--- config.mk ---
export PLATFORM = sky130hd
export DESIGN_NAME = irm_regs
export DESIGN_NICKNAME = d
export VERILOG_FILES = /design/src/hw/irm_pkg.sv /design/src/hw/irm_rx_event.sv /design/src/hw/irm_regs.sv
export SDC_FILE = /design/constraint.sdc
export NUM_CORES = 1
export LEC_CHECK = 0
export BUFFER_PORTS_ARGS = -buffer_cell sky130_fd_sc_hd__clkbuf_2
export CORE_MARGIN = 3
export CORE_UTILIZATION = 40
export CTS_BUF_LIST = sky130_fd_sc_hd__clkbuf_8
export CTS_CLUSTER_DIAMETER = 80
export DETAILED_ROUTE_END_ITERATION = 8
export SYNTH_ARGS = -nofsm -noshare
export SYNTH_HDL_FRONTEND = slang
export SYNTH_SLANG_ARGS = --single-unit
--- constraint.sdc ---
create_clock -name sys_clk -period 9.2 [get_ports sys_clk]
set_clock_uncertainty 0.05 [all_clocks]
set_input_delay 1.84 -clock sys_clk [delete_from_list [all_inputs] [get_ports sys_clk]]
set_output_delay 1.84 -clock sys_clk [all_outputs]
set_load 0.05 [all_outputs]
--- src/hw/irm_pkg.sv ---
// Package of offsets, field layouts and reset values for the receive mask and seed registers
package irm_pkg;

  localparam int ADDR_W = 8;
  localparam int DATA_W = 32;
  localparam int CHAN_N = 4;
  localparam int BW_W = 13;

  // Register byte offsets
  localparam logic [7:0] OFS_RX_EVENT_SET = 8'hA0;
  localparam logic [7:0] OFS_RX_EVENT_CLEAR = 8'hA4;
  localparam logic [7:0] OFS_RX_MASK_SET = 8'hA8;
  localparam logic [7:0] OFS_RX_MASK_CLEAR = 8'hAC;
  localparam logic [7:0] OFS_BW_SEED = 8'hB0;
  localparam logic [7:0] OFS_CHAN_SEED_UPPER = 8'hB4;
  localparam logic [7:0] OFS_CHAN_SEED_LOWER = 8'hB8;
  localparam logic [7:0] OFS_SOFT_RESET = 8'hBC;
  localparam logic [7:0] OFS_IRQ_STATUS = 8'hC0;
  localparam logic [7:0] OFS_IRQ_CLEAR = 8'hC4;
  localparam logic [7:0] OFS_IRQ_ENABLE = 8'hC8;

  // Reset values
  localparam logic [CHAN_N-1:0] RST_RX_MASK = 4'h0;
  localparam logic [CHAN_N-1:0] RST_RX_EVENT = 4'h0;
  localparam logic [BW_W-1:0] RST_BW_SEED = 13'h1333;
  localparam logic [31:0] RST_CHAN_SEED = 32'hFFFFFFFF;
  localparam logic [DATA_W-1:0] READ_ZERO = 32'h00000000;

  // Soft reset control bit
  localparam int SOFT_RESET_BIT = 0;

  // Interrupt status layout: one sticky bit per event kind
  localparam int IRQ_N = 3;
  localparam int IRQ_RX_SUMMARY = 0;
  localparam int IRQ_CSR_LOAD = 1;
  localparam int IRQ_SOFT_RESET = 2;
  localparam logic [IRQ_N-1:0] RST_IRQ = 3'h0;

  typedef struct packed {
    logic [ADDR_W-1:0] addr;
    logic [DATA_W-1:0] wdata;
    logic wr;
    logic rd;
  } irm_bus_req_t;

  typedef struct packed {
    logic load;
    logic [BW_W-1:0] bandwidth;
    logic [31:0] channels_upper;
    logic [31:0] channels_lower;
  } irm_csr_load_t;

endpackage

--- src/hw/irm_rx_event.sv ---
// Receive event bits: set on a rising channel edge or by software, cleared by software
module irm_rx_event
  import irm_pkg::*;
(
  input wire logic sys_clk,
  input wire logic rst,
  input wire logic [CHAN_N-1:0] chan_irq,
  input wire logic [CHAN_N-1:0] sw_set,
  input wire logic [CHAN_N-1:0] sw_clear,
  output logic [CHAN_N-1:0] event_bits
);

  logic [CHAN_N-1:0] chan_irq_prev;

  always_ff @(posedge sys_clk or posedge rst) begin
    if (rst) begin
      chan_irq_prev <= RST_RX_EVENT;
    end else begin
      chan_irq_prev <= chan_irq;
    end
  end

  // Set wins over a clear in the same cycle, so no edge is lost
  genvar g;
  generate
    for (g = 0; g < CHAN_N; g++) begin : g_bit
      always_ff @(posedge sys_clk or posedge rst) begin
        if (rst) begin
          event_bits[g] <= 1'b0;
        end else if ((chan_irq[g] && !chan_irq_prev[g]) || sw_set[g]) begin
          event_bits[g] <= 1'b1;
        end else if (sw_clear[g]) begin
          event_bits[g] <= 1'b0;
        end
      end
    end
  endgenerate

endmodule

--- src/hw/irm_regs.sv ---
// Receive interrupt mask, bus-management seed registers and their CSR load path
//
// Overview of operation
// - Per-channel mask gates receive events into summary IRQ; set at A8h, clear at ACh.
// - Reading the set or clear mask address returns the mask unchanged.
// - Mask bits align with event bits; only bits 3..0 exist, rest read zero.
// - 13-bit bandwidth seed is writable, resets to 1333h, keeps value on bus reset.
// - Bandwidth seed bits 31..13 always read zero.
// - Global, host bus or 1394 bus reset copies bandwidth seed into its CSR.
// - Upper channel seed resets to all ones, copied into upper channels CSR on resets.
// - Lower channel seed resets to all ones, copied into lower channels CSR on resets.
// - Writing one at set address sets a bit, at clear address clears; zero ignored.
// - Reading the event clear address returns events ANDed with the mask.
module irm_regs
  import irm_pkg::*;
(
  input wire logic sys_clk,
  input wire logic rst,
  input wire logic [ADDR_W-1:0] reg_addr,
  input wire logic [DATA_W-1:0] reg_wdata,
  input wire logic reg_wr,
  input wire logic reg_rd,
  output logic [DATA_W-1:0] reg_rdata,
  input wire logic [CHAN_N-1:0] rx_chan_irq,
  input wire logic global_reset_pin,
  input wire logic host_bus_reset_pin,
  input wire logic link_bus_reset,
  output logic iso_receive_summary_irq,
  output irm_csr_load_t csr_load,
  output logic irq
);

  ////////////////////////////////////////////////////////////////////////////
  // Bus decode

  irm_bus_req_t req;
  assign req.addr = reg_addr;
  assign req.wdata = reg_wdata;
  assign req.wr = reg_wr;
  assign req.rd = reg_rd;

  function automatic logic hit_wr(input irm_bus_req_t r, input logic [7:0] ofs);
    hit_wr = r.wr && (r.addr == ofs);
  endfunction

  logic [CHAN_N-1:0] rx_mask;
  logic [CHAN_N-1:0] rx_events;
  logic [BW_W-1:0] bandwidth_seed_field;
  logic [31:0] channel_seed_upper_field;
  logic [31:0] channel_seed_lower_field;
  logic [IRQ_N-1:0] irq_status;
  logic [IRQ_N-1:0] irq_enable;
  logic soft_reset;
  logic [CHAN_N-1:0] ev_set;
  logic [CHAN_N-1:0] ev_clear;
  logic any_reset_load;
  logic reset_load_prev;
  logic summary_prev;

  // Software reset pulse restores seeds and mask like a hardware reset
  assign soft_reset = hit_wr(req, OFS_SOFT_RESET) && reg_wdata[SOFT_RESET_BIT];

  assign ev_set = hit_wr(req, OFS_RX_EVENT_SET) ? reg_wdata[CHAN_N-1:0] : RST_RX_EVENT;
  assign ev_clear = hit_wr(req, OFS_RX_EVENT_CLEAR) ? reg_wdata[CHAN_N-1:0] : RST_RX_EVENT;

  ////////////////////////////////////////////////////////////////////////////
  // Receive event bits

  irm_rx_event i_irm_rx_event (
    .sys_clk(sys_clk),
    .rst(rst),
    .chan_irq(rx_chan_irq),
    .sw_set(ev_set),
    .sw_clear(ev_clear),
    .event_bits(rx_events)
  );

  ////////////////////////////////////////////////////////////////////////////
  // Receive mask

  always_ff @(posedge sys_clk or posedge rst) begin
    if (rst) begin
      rx_mask <= RST_RX_MASK;
    end else if (soft_reset) begin
      rx_mask <= RST_RX_MASK;
    end else if (hit_wr(req, OFS_RX_MASK_SET)) begin
      rx_mask <= rx_mask | reg_wdata[CHAN_N-1:0];
    end else if (hit_wr(req, OFS_RX_MASK_CLEAR)) begin
      rx_mask <= rx_mask & ~reg_wdata[CHAN_N-1:0];
    end
  end

  // Combinational so the summary follows events and mask in the same cycle
  assign iso_receive_summary_irq = |(rx_events & rx_mask);

  ////////////////////////////////////////////////////////////////////////////
  // Seed registers; a 1394 bus reset does not touch them

  always_ff @(posedge sys_clk or posedge rst) begin
    if (rst) begin
      bandwidth_seed_field <= RST_BW_SEED;
    end else if (soft_reset) begin
      bandwidth_seed_field <= RST_BW_SEED;
    end else if (hit_wr(req, OFS_BW_SEED)) begin
      bandwidth_seed_field <= reg_wdata[BW_W-1:0];
    end
  end

  always_ff @(posedge sys_clk or posedge rst) begin
    if (rst) begin
      channel_seed_upper_field <= RST_CHAN_SEED;
    end else if (soft_reset) begin
      channel_seed_upper_field <= RST_CHAN_SEED;
    end else if (hit_wr(req, OFS_CHAN_SEED_UPPER)) begin
      channel_seed_upper_field <= reg_wdata;
    end
  end

  always_ff @(posedge sys_clk or posedge rst) begin
    if (rst) begin
      channel_seed_lower_field <= RST_CHAN_SEED;
    end else if (soft_reset) begin
      channel_seed_lower_field <= RST_CHAN_SEED;
    end else if (hit_wr(req, OFS_CHAN_SEED_LOWER)) begin
      channel_seed_lower_field <= reg_wdata;
    end
  end

  ////////////////////////////////////////////////////////////////////////////
  // CSR load strobe
  // The load fires once, the cycle after the OR of all reset sources falls, so the CSRs
  // see the seed as it stands when the reset ends, not a stale earlier copy.

  assign any_reset_load = global_reset_pin || host_bus_reset_pin || link_bus_reset;

  always_ff @(posedge sys_clk or posedge rst) begin
    if (rst) begin
      reset_load_prev <= 1'b0;
    end else begin
      reset_load_prev <= any_reset_load;
    end
  end

  always_ff @(posedge sys_clk or posedge rst) begin
    if (rst) begin
      csr_load.load <= 1'b0;
      csr_load.bandwidth <= RST_BW_SEED;
      csr_load.channels_upper <= RST_CHAN_SEED;
      csr_load.channels_lower <= RST_CHAN_SEED;
    end else begin
      csr_load.load <= reset_load_prev && !any_reset_load;
      if (reset_load_prev && !any_reset_load) begin
        csr_load.bandwidth <= bandwidth_seed_field;
        csr_load.channels_upper <= channel_seed_upper_field;
        csr_load.channels_lower <= channel_seed_lower_field;
      end
    end
  end

  ////////////////////////////////////////////////////////////////////////////
  // Interrupt status, enable and clear

  always_ff @(posedge sys_clk or posedge rst) begin
    if (rst) begin
      summary_prev <= 1'b0;
    end else begin
      summary_prev <= iso_receive_summary_irq;
    end
  end

  logic [IRQ_N-1:0] irq_events;
  assign irq_events[IRQ_RX_SUMMARY] = iso_receive_summary_irq && !summary_prev;
  assign irq_events[IRQ_CSR_LOAD] = reset_load_prev && !any_reset_load;
  assign irq_events[IRQ_SOFT_RESET] = soft_reset;

  // A new event wins over a clear in the same cycle
  always_ff @(posedge sys_clk or posedge rst) begin
    if (rst) begin
      irq_status <= RST_IRQ;
    end else if (hit_wr(req, OFS_IRQ_CLEAR)) begin
      irq_status <= (irq_status & ~reg_wdata[IRQ_N-1:0]) | irq_events;
    end else begin
      irq_status <= irq_status | irq_events;
    end
  end

  always_ff @(posedge sys_clk or posedge rst) begin
    if (rst) begin
      irq_enable <= RST_IRQ;
    end else if (hit_wr(req, OFS_IRQ_ENABLE)) begin
      irq_enable <= reg_wdata[IRQ_N-1:0];
    end
  end

  assign irq = |(irq_status & irq_enable);

  ////////////////////////////////////////////////////////////////////////////
  // Read data, one cycle after the strobe; unmapped offsets read zero

  logic [DATA_W-1:0] next_rdata;

  always_comb begin
    next_rdata = READ_ZERO;
    case (reg_addr)
      OFS_RX_EVENT_SET: next_rdata[CHAN_N-1:0] = rx_events;
      OFS_RX_EVENT_CLEAR: next_rdata[CHAN_N-1:0] = rx_events & rx_mask;
      OFS_RX_MASK_SET: next_rdata[CHAN_N-1:0] = rx_mask;
      OFS_RX_MASK_CLEAR: next_rdata[CHAN_N-1:0] = rx_mask;
      OFS_BW_SEED: next_rdata[BW_W-1:0] = bandwidth_seed_field;
      OFS_CHAN_SEED_UPPER: next_rdata = channel_seed_upper_field;
      OFS_CHAN_SEED_LOWER: next_rdata = channel_seed_lower_field;
      OFS_IRQ_STATUS: next_rdata[IRQ_N-1:0] = irq_status;
      OFS_IRQ_ENABLE: next_rdata[IRQ_N-1:0] = irq_enable;
      default: next_rdata = READ_ZERO;
    endcase
  end

  always_ff @(posedge sys_clk or posedge rst) begin
    if (rst) begin
      reg_rdata <= READ_ZERO;
    end else if (reg_rd) begin
      reg_rdata <= next_rdata;
    end else begin
      reg_rdata <= READ_ZERO;
    end
  end

endmodule

Word-level counts from Yosys, hierarchy flattened
Index checks and enable logic that the tools add are counted.

Flip-flop bits (word level): 207. Word-level logic and storage cells: 103.

Equality and inequality tests: 11. Multiplexer cells: 25. Bitwise logic cells: 9. Reduce and logical (&&, ||, !) cells: 40.

Operators by type and width (number): $mux 32 (5); $eq 8x8->1 const B (11); $pmux 19 s2 (1); $pmux 9 s3 (1); $mux 13 (2); $pmux 3 s8 (1); $mux 4 (5); $logic_and 1x1->1 (17); $reduce_bool 2->1 (7); $and 4x4->4 (2); $mux 1 (8); $and 3x3->3 (2); $logic_not 1->1 (6); $logic_or 1x1->1 (6); $or 3x3->3 (2); $pmux 1 s6 (1); $not 4->4 (1); $or 4x4->4 (1); $reduce_or 4->1 (1); $mux 3 (1); $not 3->3 (1); $reduce_bool 3->1 (1); $reduce_or 3->1 (1); $reduce_or 2->1 (1).

Logic depth before layout (Yosys ltp)
Depth after elaboration: 6. Depth in mapped cells: 8. Mapped depth without buffers: 4.

By module
Synthesis repeated with hierarchy kept, for this count alone.

Cells, all modules: 754. Area, all modules: 8697.1 um2.

By module, submodules not included: irm_regs (times used 1, cells each 733, area an instance 8423.1 um2, sequential area each 5157.4 um2); irm_rx_event (times used 1, cells each 21, area an instance 274.0 um2, sequential area each 200.2 um2).

Least setup slack after synthesis
Ideal clock, no wire load.

Path kind: in2reg. Start point: input port reg_addr[2]. End point: register bandwidth_seed_field[1]. Setup time: 0.090 ns. Arrival time: 3.168 ns. Data required time: 9.060 ns. Slack: 5.892 ns. Stages: 8. Buffers on the path: 4. Cells stage by stage: buf_6 > or3_4 > buf_6 > nor3b_2 > buf_6 > buf_8 > mux2i_1 > nand2_1.

Word-level cells in the longest chain between the ends: 4. Elaborated cells on any way between the ends: 7. Classes of those cells: eq/ne (2); mux (1); reduce/logical (4).

RTL lines: start: declaration (RTL line irm_regs.sv:19) `input wire logic [ADDR_W-1:0] reg_addr,`; $eq 8x8->1 (RTL line irm_regs.sv:43) `hit_wr = r.wr && (r.addr == ofs);`; $logic_and 1x1->1 (RTL line irm_regs.sv:43); $logic_and 1x1->1 (RTL line irm_regs.sv:61) `assign soft_reset = hit_wr(req, OFS_SOFT_RESET) && reg_wdata[SOFT_RESET_BIT];`; $mux 13 or $reduce_bool 2->1 (tied branches); end signal: assignment (RTL line irm_regs.sv:105) `bandwidth_seed_field <= reg_wdata[BW_W-1:0];`; end: declaration (RTL line irm_regs.sv:48) `logic [BW_W-1:0] bandwidth_seed_field;`.

Several ways; a longest one is shown, not always the timed one. A chain may end at the register's enable or synchronous reset.

Worst setup path in the final report
Start point: input port reg_addr[3]. End point: register reg_rdata[24].

Word-level cells in the longest chain between the ends: 3. Elaborated cells on any way between the ends: 4. Classes of those cells: eq/ne (2); mux (2).

RTL lines: $eq 8x8->1 (RTL line irm_regs.sv:204) `case (reg_addr)`; $pmux 19 s2 * (RTL line irm_regs.sv:204); $mux 32 * (RTL line irm_regs.sv:221) `end else if (reg_rd) begin`; end signal: assignment (RTL line irm_regs.sv:222) `reg_rdata <= next_rdata;`; end: declaration (RTL line irm_regs.sv:23) `output logic [DATA_W-1:0] reg_rdata,`.

Every way passes the cells marked *; elsewhere a longest branch is shown, timed or not.

==> results.yml <==
outcome:
  status: "finished clean"
timing:
  finalCritPeriodShare_pct: 40.8
  setup_tns_ps: 0
  min_period_ps: 3760
  fmaxAchievable_mhz: 266
  worst_pin_slew_ps: 1230
  relSlewSlack_pct: 16.6
  setup_ws_ps: 5440
  setup_viol: 0
  maxSlewViolCount: 0
  final_hold_viol_count: 0
  rsz0062_at_grt: "no"
power:
  p_leak_uw: 0.00546
  p_per_area_mw_per_mm2: 211
  p_comb_share_pct: 14.8
  ir_drop_v: 0.0000900
  pwr-share-clk_pct: 36.3
  pwr-share-seq_pct: 48.9
  netSwitchingFraction_pct: 29.4
  cell_internal_pwr_uw: 1570
  p_switching_uw: 652
setup_path:
  cp_num_buf_inv: 1
  cp_max_fo: 34
  slowest_delay_ps: 760
  cp_cell_sequence: "clkbuf_2 -> nor4b_4 -> and2_1 -> a22oi_1 -> nor2b_1"
  path_delay_family: "simple AND/OR/NAND/NOR gates"
  ff2ff_path_depth: 4
  arrival_ps: 4140
  crit_type: "input pin to register"
  cp_slowest_cell: "and2_1"
  crit_path_start_kind: "input pin"
  cp_num_cells: 5
  r2r_slack_ps: 7290
  critical_path_required_ps: 9580
  crit_path_end_kind: "register"
place:
  hpwl_mm: 14.3
  place.gp.congestion: 0.888
  port_buffers: 162
  post-place-ws_ps: 4920
clock_network:
  clk_pin_slew_ps: 60
  numCtsBuffers: 36
  clock_latency_ps: 520
  cts.htree.levels: 2
  max-clock-path-buffers: 3
  cts_root_buffer: "clkbuf_8"
  post_cts_buffers: 0
  clock_sinks: 207
  cts_tree: "done"
  postCtsHoldBufs: 0
  cts_resized: 0
synth:
  ys_warn_count: 0
  synth-seq-cells: 207
  synth_ff_type: "dfstp_2"
  syn_inst: 662
  synth_seq_area_share_pct: 60.9
  syn_avg_cell_area_um2: 13.3
  synth_nets: 713
  async_reset_ff_share_pct: 100
  synth_edf_count: 0
  syn_area_mm2: 0.00880
  ys_types: 49
floorplanning:
  die_area_mm2: 0.0238
  rows: 53
  pin_count: 163
  fp.dieH_um: 154
  start_util_pct: 41.3
  core_region_area_mm2: 0.0213
  dieWidth_um: 154
job:
  cap_violations: 0
route:
  wl_per_cell_um: 19.6
  antenna_left: 0
  drt_first_pass_iters: 5
  drt-total-wl_mm: 22.1
  drc: 0
  drtIter0Drc: 387
  vias: 5911
  viasPerCell: 5.24
finish:
  final_nets: 876
  layout-drive-gt1-share_pct: 54.7
  diodes: 0
  area_delta_synth_final_pct: 19.5
  fillCellCount: 1929
global_routing:
  grt_overflow: 0
  grt_antenna_before_repair: 0
  grt_start_max_net_pins: 126
  gr-usage-all-layers_pct: 18.2
  grt_pass1_vias: 6355
  grt_pass1_wl_mm: 35.0
min_path:
  min_path_type: "register to register"
  hold-path-cell-count: 1
-- routing by layer --
layer | global-route usage, % | share of wire [%] | up-vias
li1 | - | - | 2662
met1 | 23.5 | 43 | 3020
met2 | 30.2 | 50 | 189
met3 | 4.39 | 5.5 | 40
met4 | 6.01 | 2.2 | 0
met5 | 0 | 0 | -
-- sequential cells by signal, indices dropped and copies added, names as in the netlist --
signal / count
irq_enable: 3
reg_rdata: 32
summary_prev: 1
csr_load: 78
rx_mask: 4
channel_seed_lower_field: 32
reset_load_prev: 1
irq_status: 3
i_irm_rx_event.event_bits: 4
channel_seed_upper_field: 32
bandwidth_seed_field: 13
i_irm_rx_event.chan_irq_prev: 4
-- cell families (layout without fill, tap and decap cells) --
logic type	after synthesis	in the layout	synth area share, %
AO/OA/AOI/OAI	67	67	5.72
multiplexers	167	167	20.4
AND/OR/NAND/NOR	174	174	10.1
buffers and inverters	47	238	2.86
flip-flops	207	207	60.9
-- power by group through the flow --
stage	sequential (µW)	clock, µW	combinational [µW]
after CTS	1090	838	334
final	1090	807	330
after global placement	1090	0	326
after detailed placement	1100	0	333
after floorplan	1230	0	110
after global routing	1100	879	350
-- cells in the mapped netlist (all sizes together), types with 2 or more instances --
cell    count  area, µm²
nor3b       3       37.5
a221o       4       40.0
mux2i      74        741
nor2       20       87.6
o21ai       4       20.0
a21oi       6       30.0
nand2      92        345
and2        2       12.5
and4b       4       40.0
dfstp     142       3730
nor4bb      2       20.0
mux2       93       1050
a21boi      4       30.0
or3         2       17.5
nand3       6       30.0
a22oi      31        233
a211oi      6       45.0
clkbuf     13       52.6
dfrtp      65       1630
nand4       7       43.8
a211o       3       26.3
and3        2       12.5
a221oi      3       26.3
inv         3       11.3
buf        31        188
a21o        2       15.0
or3b        4       35.0
nor2b      24        150
-- layout by cell type, fill, tap and decap left out, types with 3 or more instances in the layout --
master and n:
dfstp_2 142, a211oi_1 6, a21oi_1 6, inv_1 21, o21ai_0 4, nor2b_1 24
a22oi_1 31, clkbuf_2 162, a221oi_1 3, mux2_2 92, a221o_1 4, nand3_1 4
or3b_2 4, a211o_1 3, nor2_1 17, clkbuf_8 45, buf_4 7, dfrtp_1 65
and4b_1 4, nand2_1 92, mux2i_1 74, nand4_1 7, a21boi_0 3
-- final timing paths --
kind / start / to
setup reg to reg: reset_load_prev / csr_load[15]
setup / recovery: reg_addr[3] / reg_rdata[24]
min in group asynchronous: rst / reg_rdata[18]
hold / removal: csr_load[75] / csr_load[75]
hold reg to reg: csr_load[75] / csr_load[75]
max in group asynchronous: rst / reg_rdata[17]
-- final cells by class --
| cell class | count | area [µm²] | area share, % |
|---|---|---|---|
| Multi-Input combinational cell | 408 | 3220 | 30.6 |
| Clock buffer | 45 | 619 | 5.89 |
| Clock inverter | 21 | 85.1 | 0.810 |
| Tap cell | 275 | 344 | 3.27 |
| Timing Repair Buffer | 169 | 863 | 8.22 |
| Sequential cell | 207 | 5360 | 51.0 |
| Inverter | 3 | 18.8 | 0.179 |
-- stage by stage --
stage | hold slack (ps) | total power, µW | util, % | cell area, µm² | instances
6_report | 465 | 2220 | 49.4 | 10500 | 1128
4_1_cts | 467 | 2260 | 49.3 | 10500 | 1128
3_3_place_gp | 443 | 1420 | 46.0 | 9800 | 1062
2_1_floorplan | 418 | 1340 | - | 8800 | 662
5_1_grt | 484 | 2330 | 49.4 | 10500 | 1128
3_5_place_dp | 454 | 1430 | 46.0 | 9800 | 1062
-- worst register-to-register path: cells and delay by family, from the launching register on --
kind,cells,cell delay [ps]
flops,1,340
simple gates,1,90
buf+inv,2,850
mux,1,510
Power figures use the tool's default switching activity.
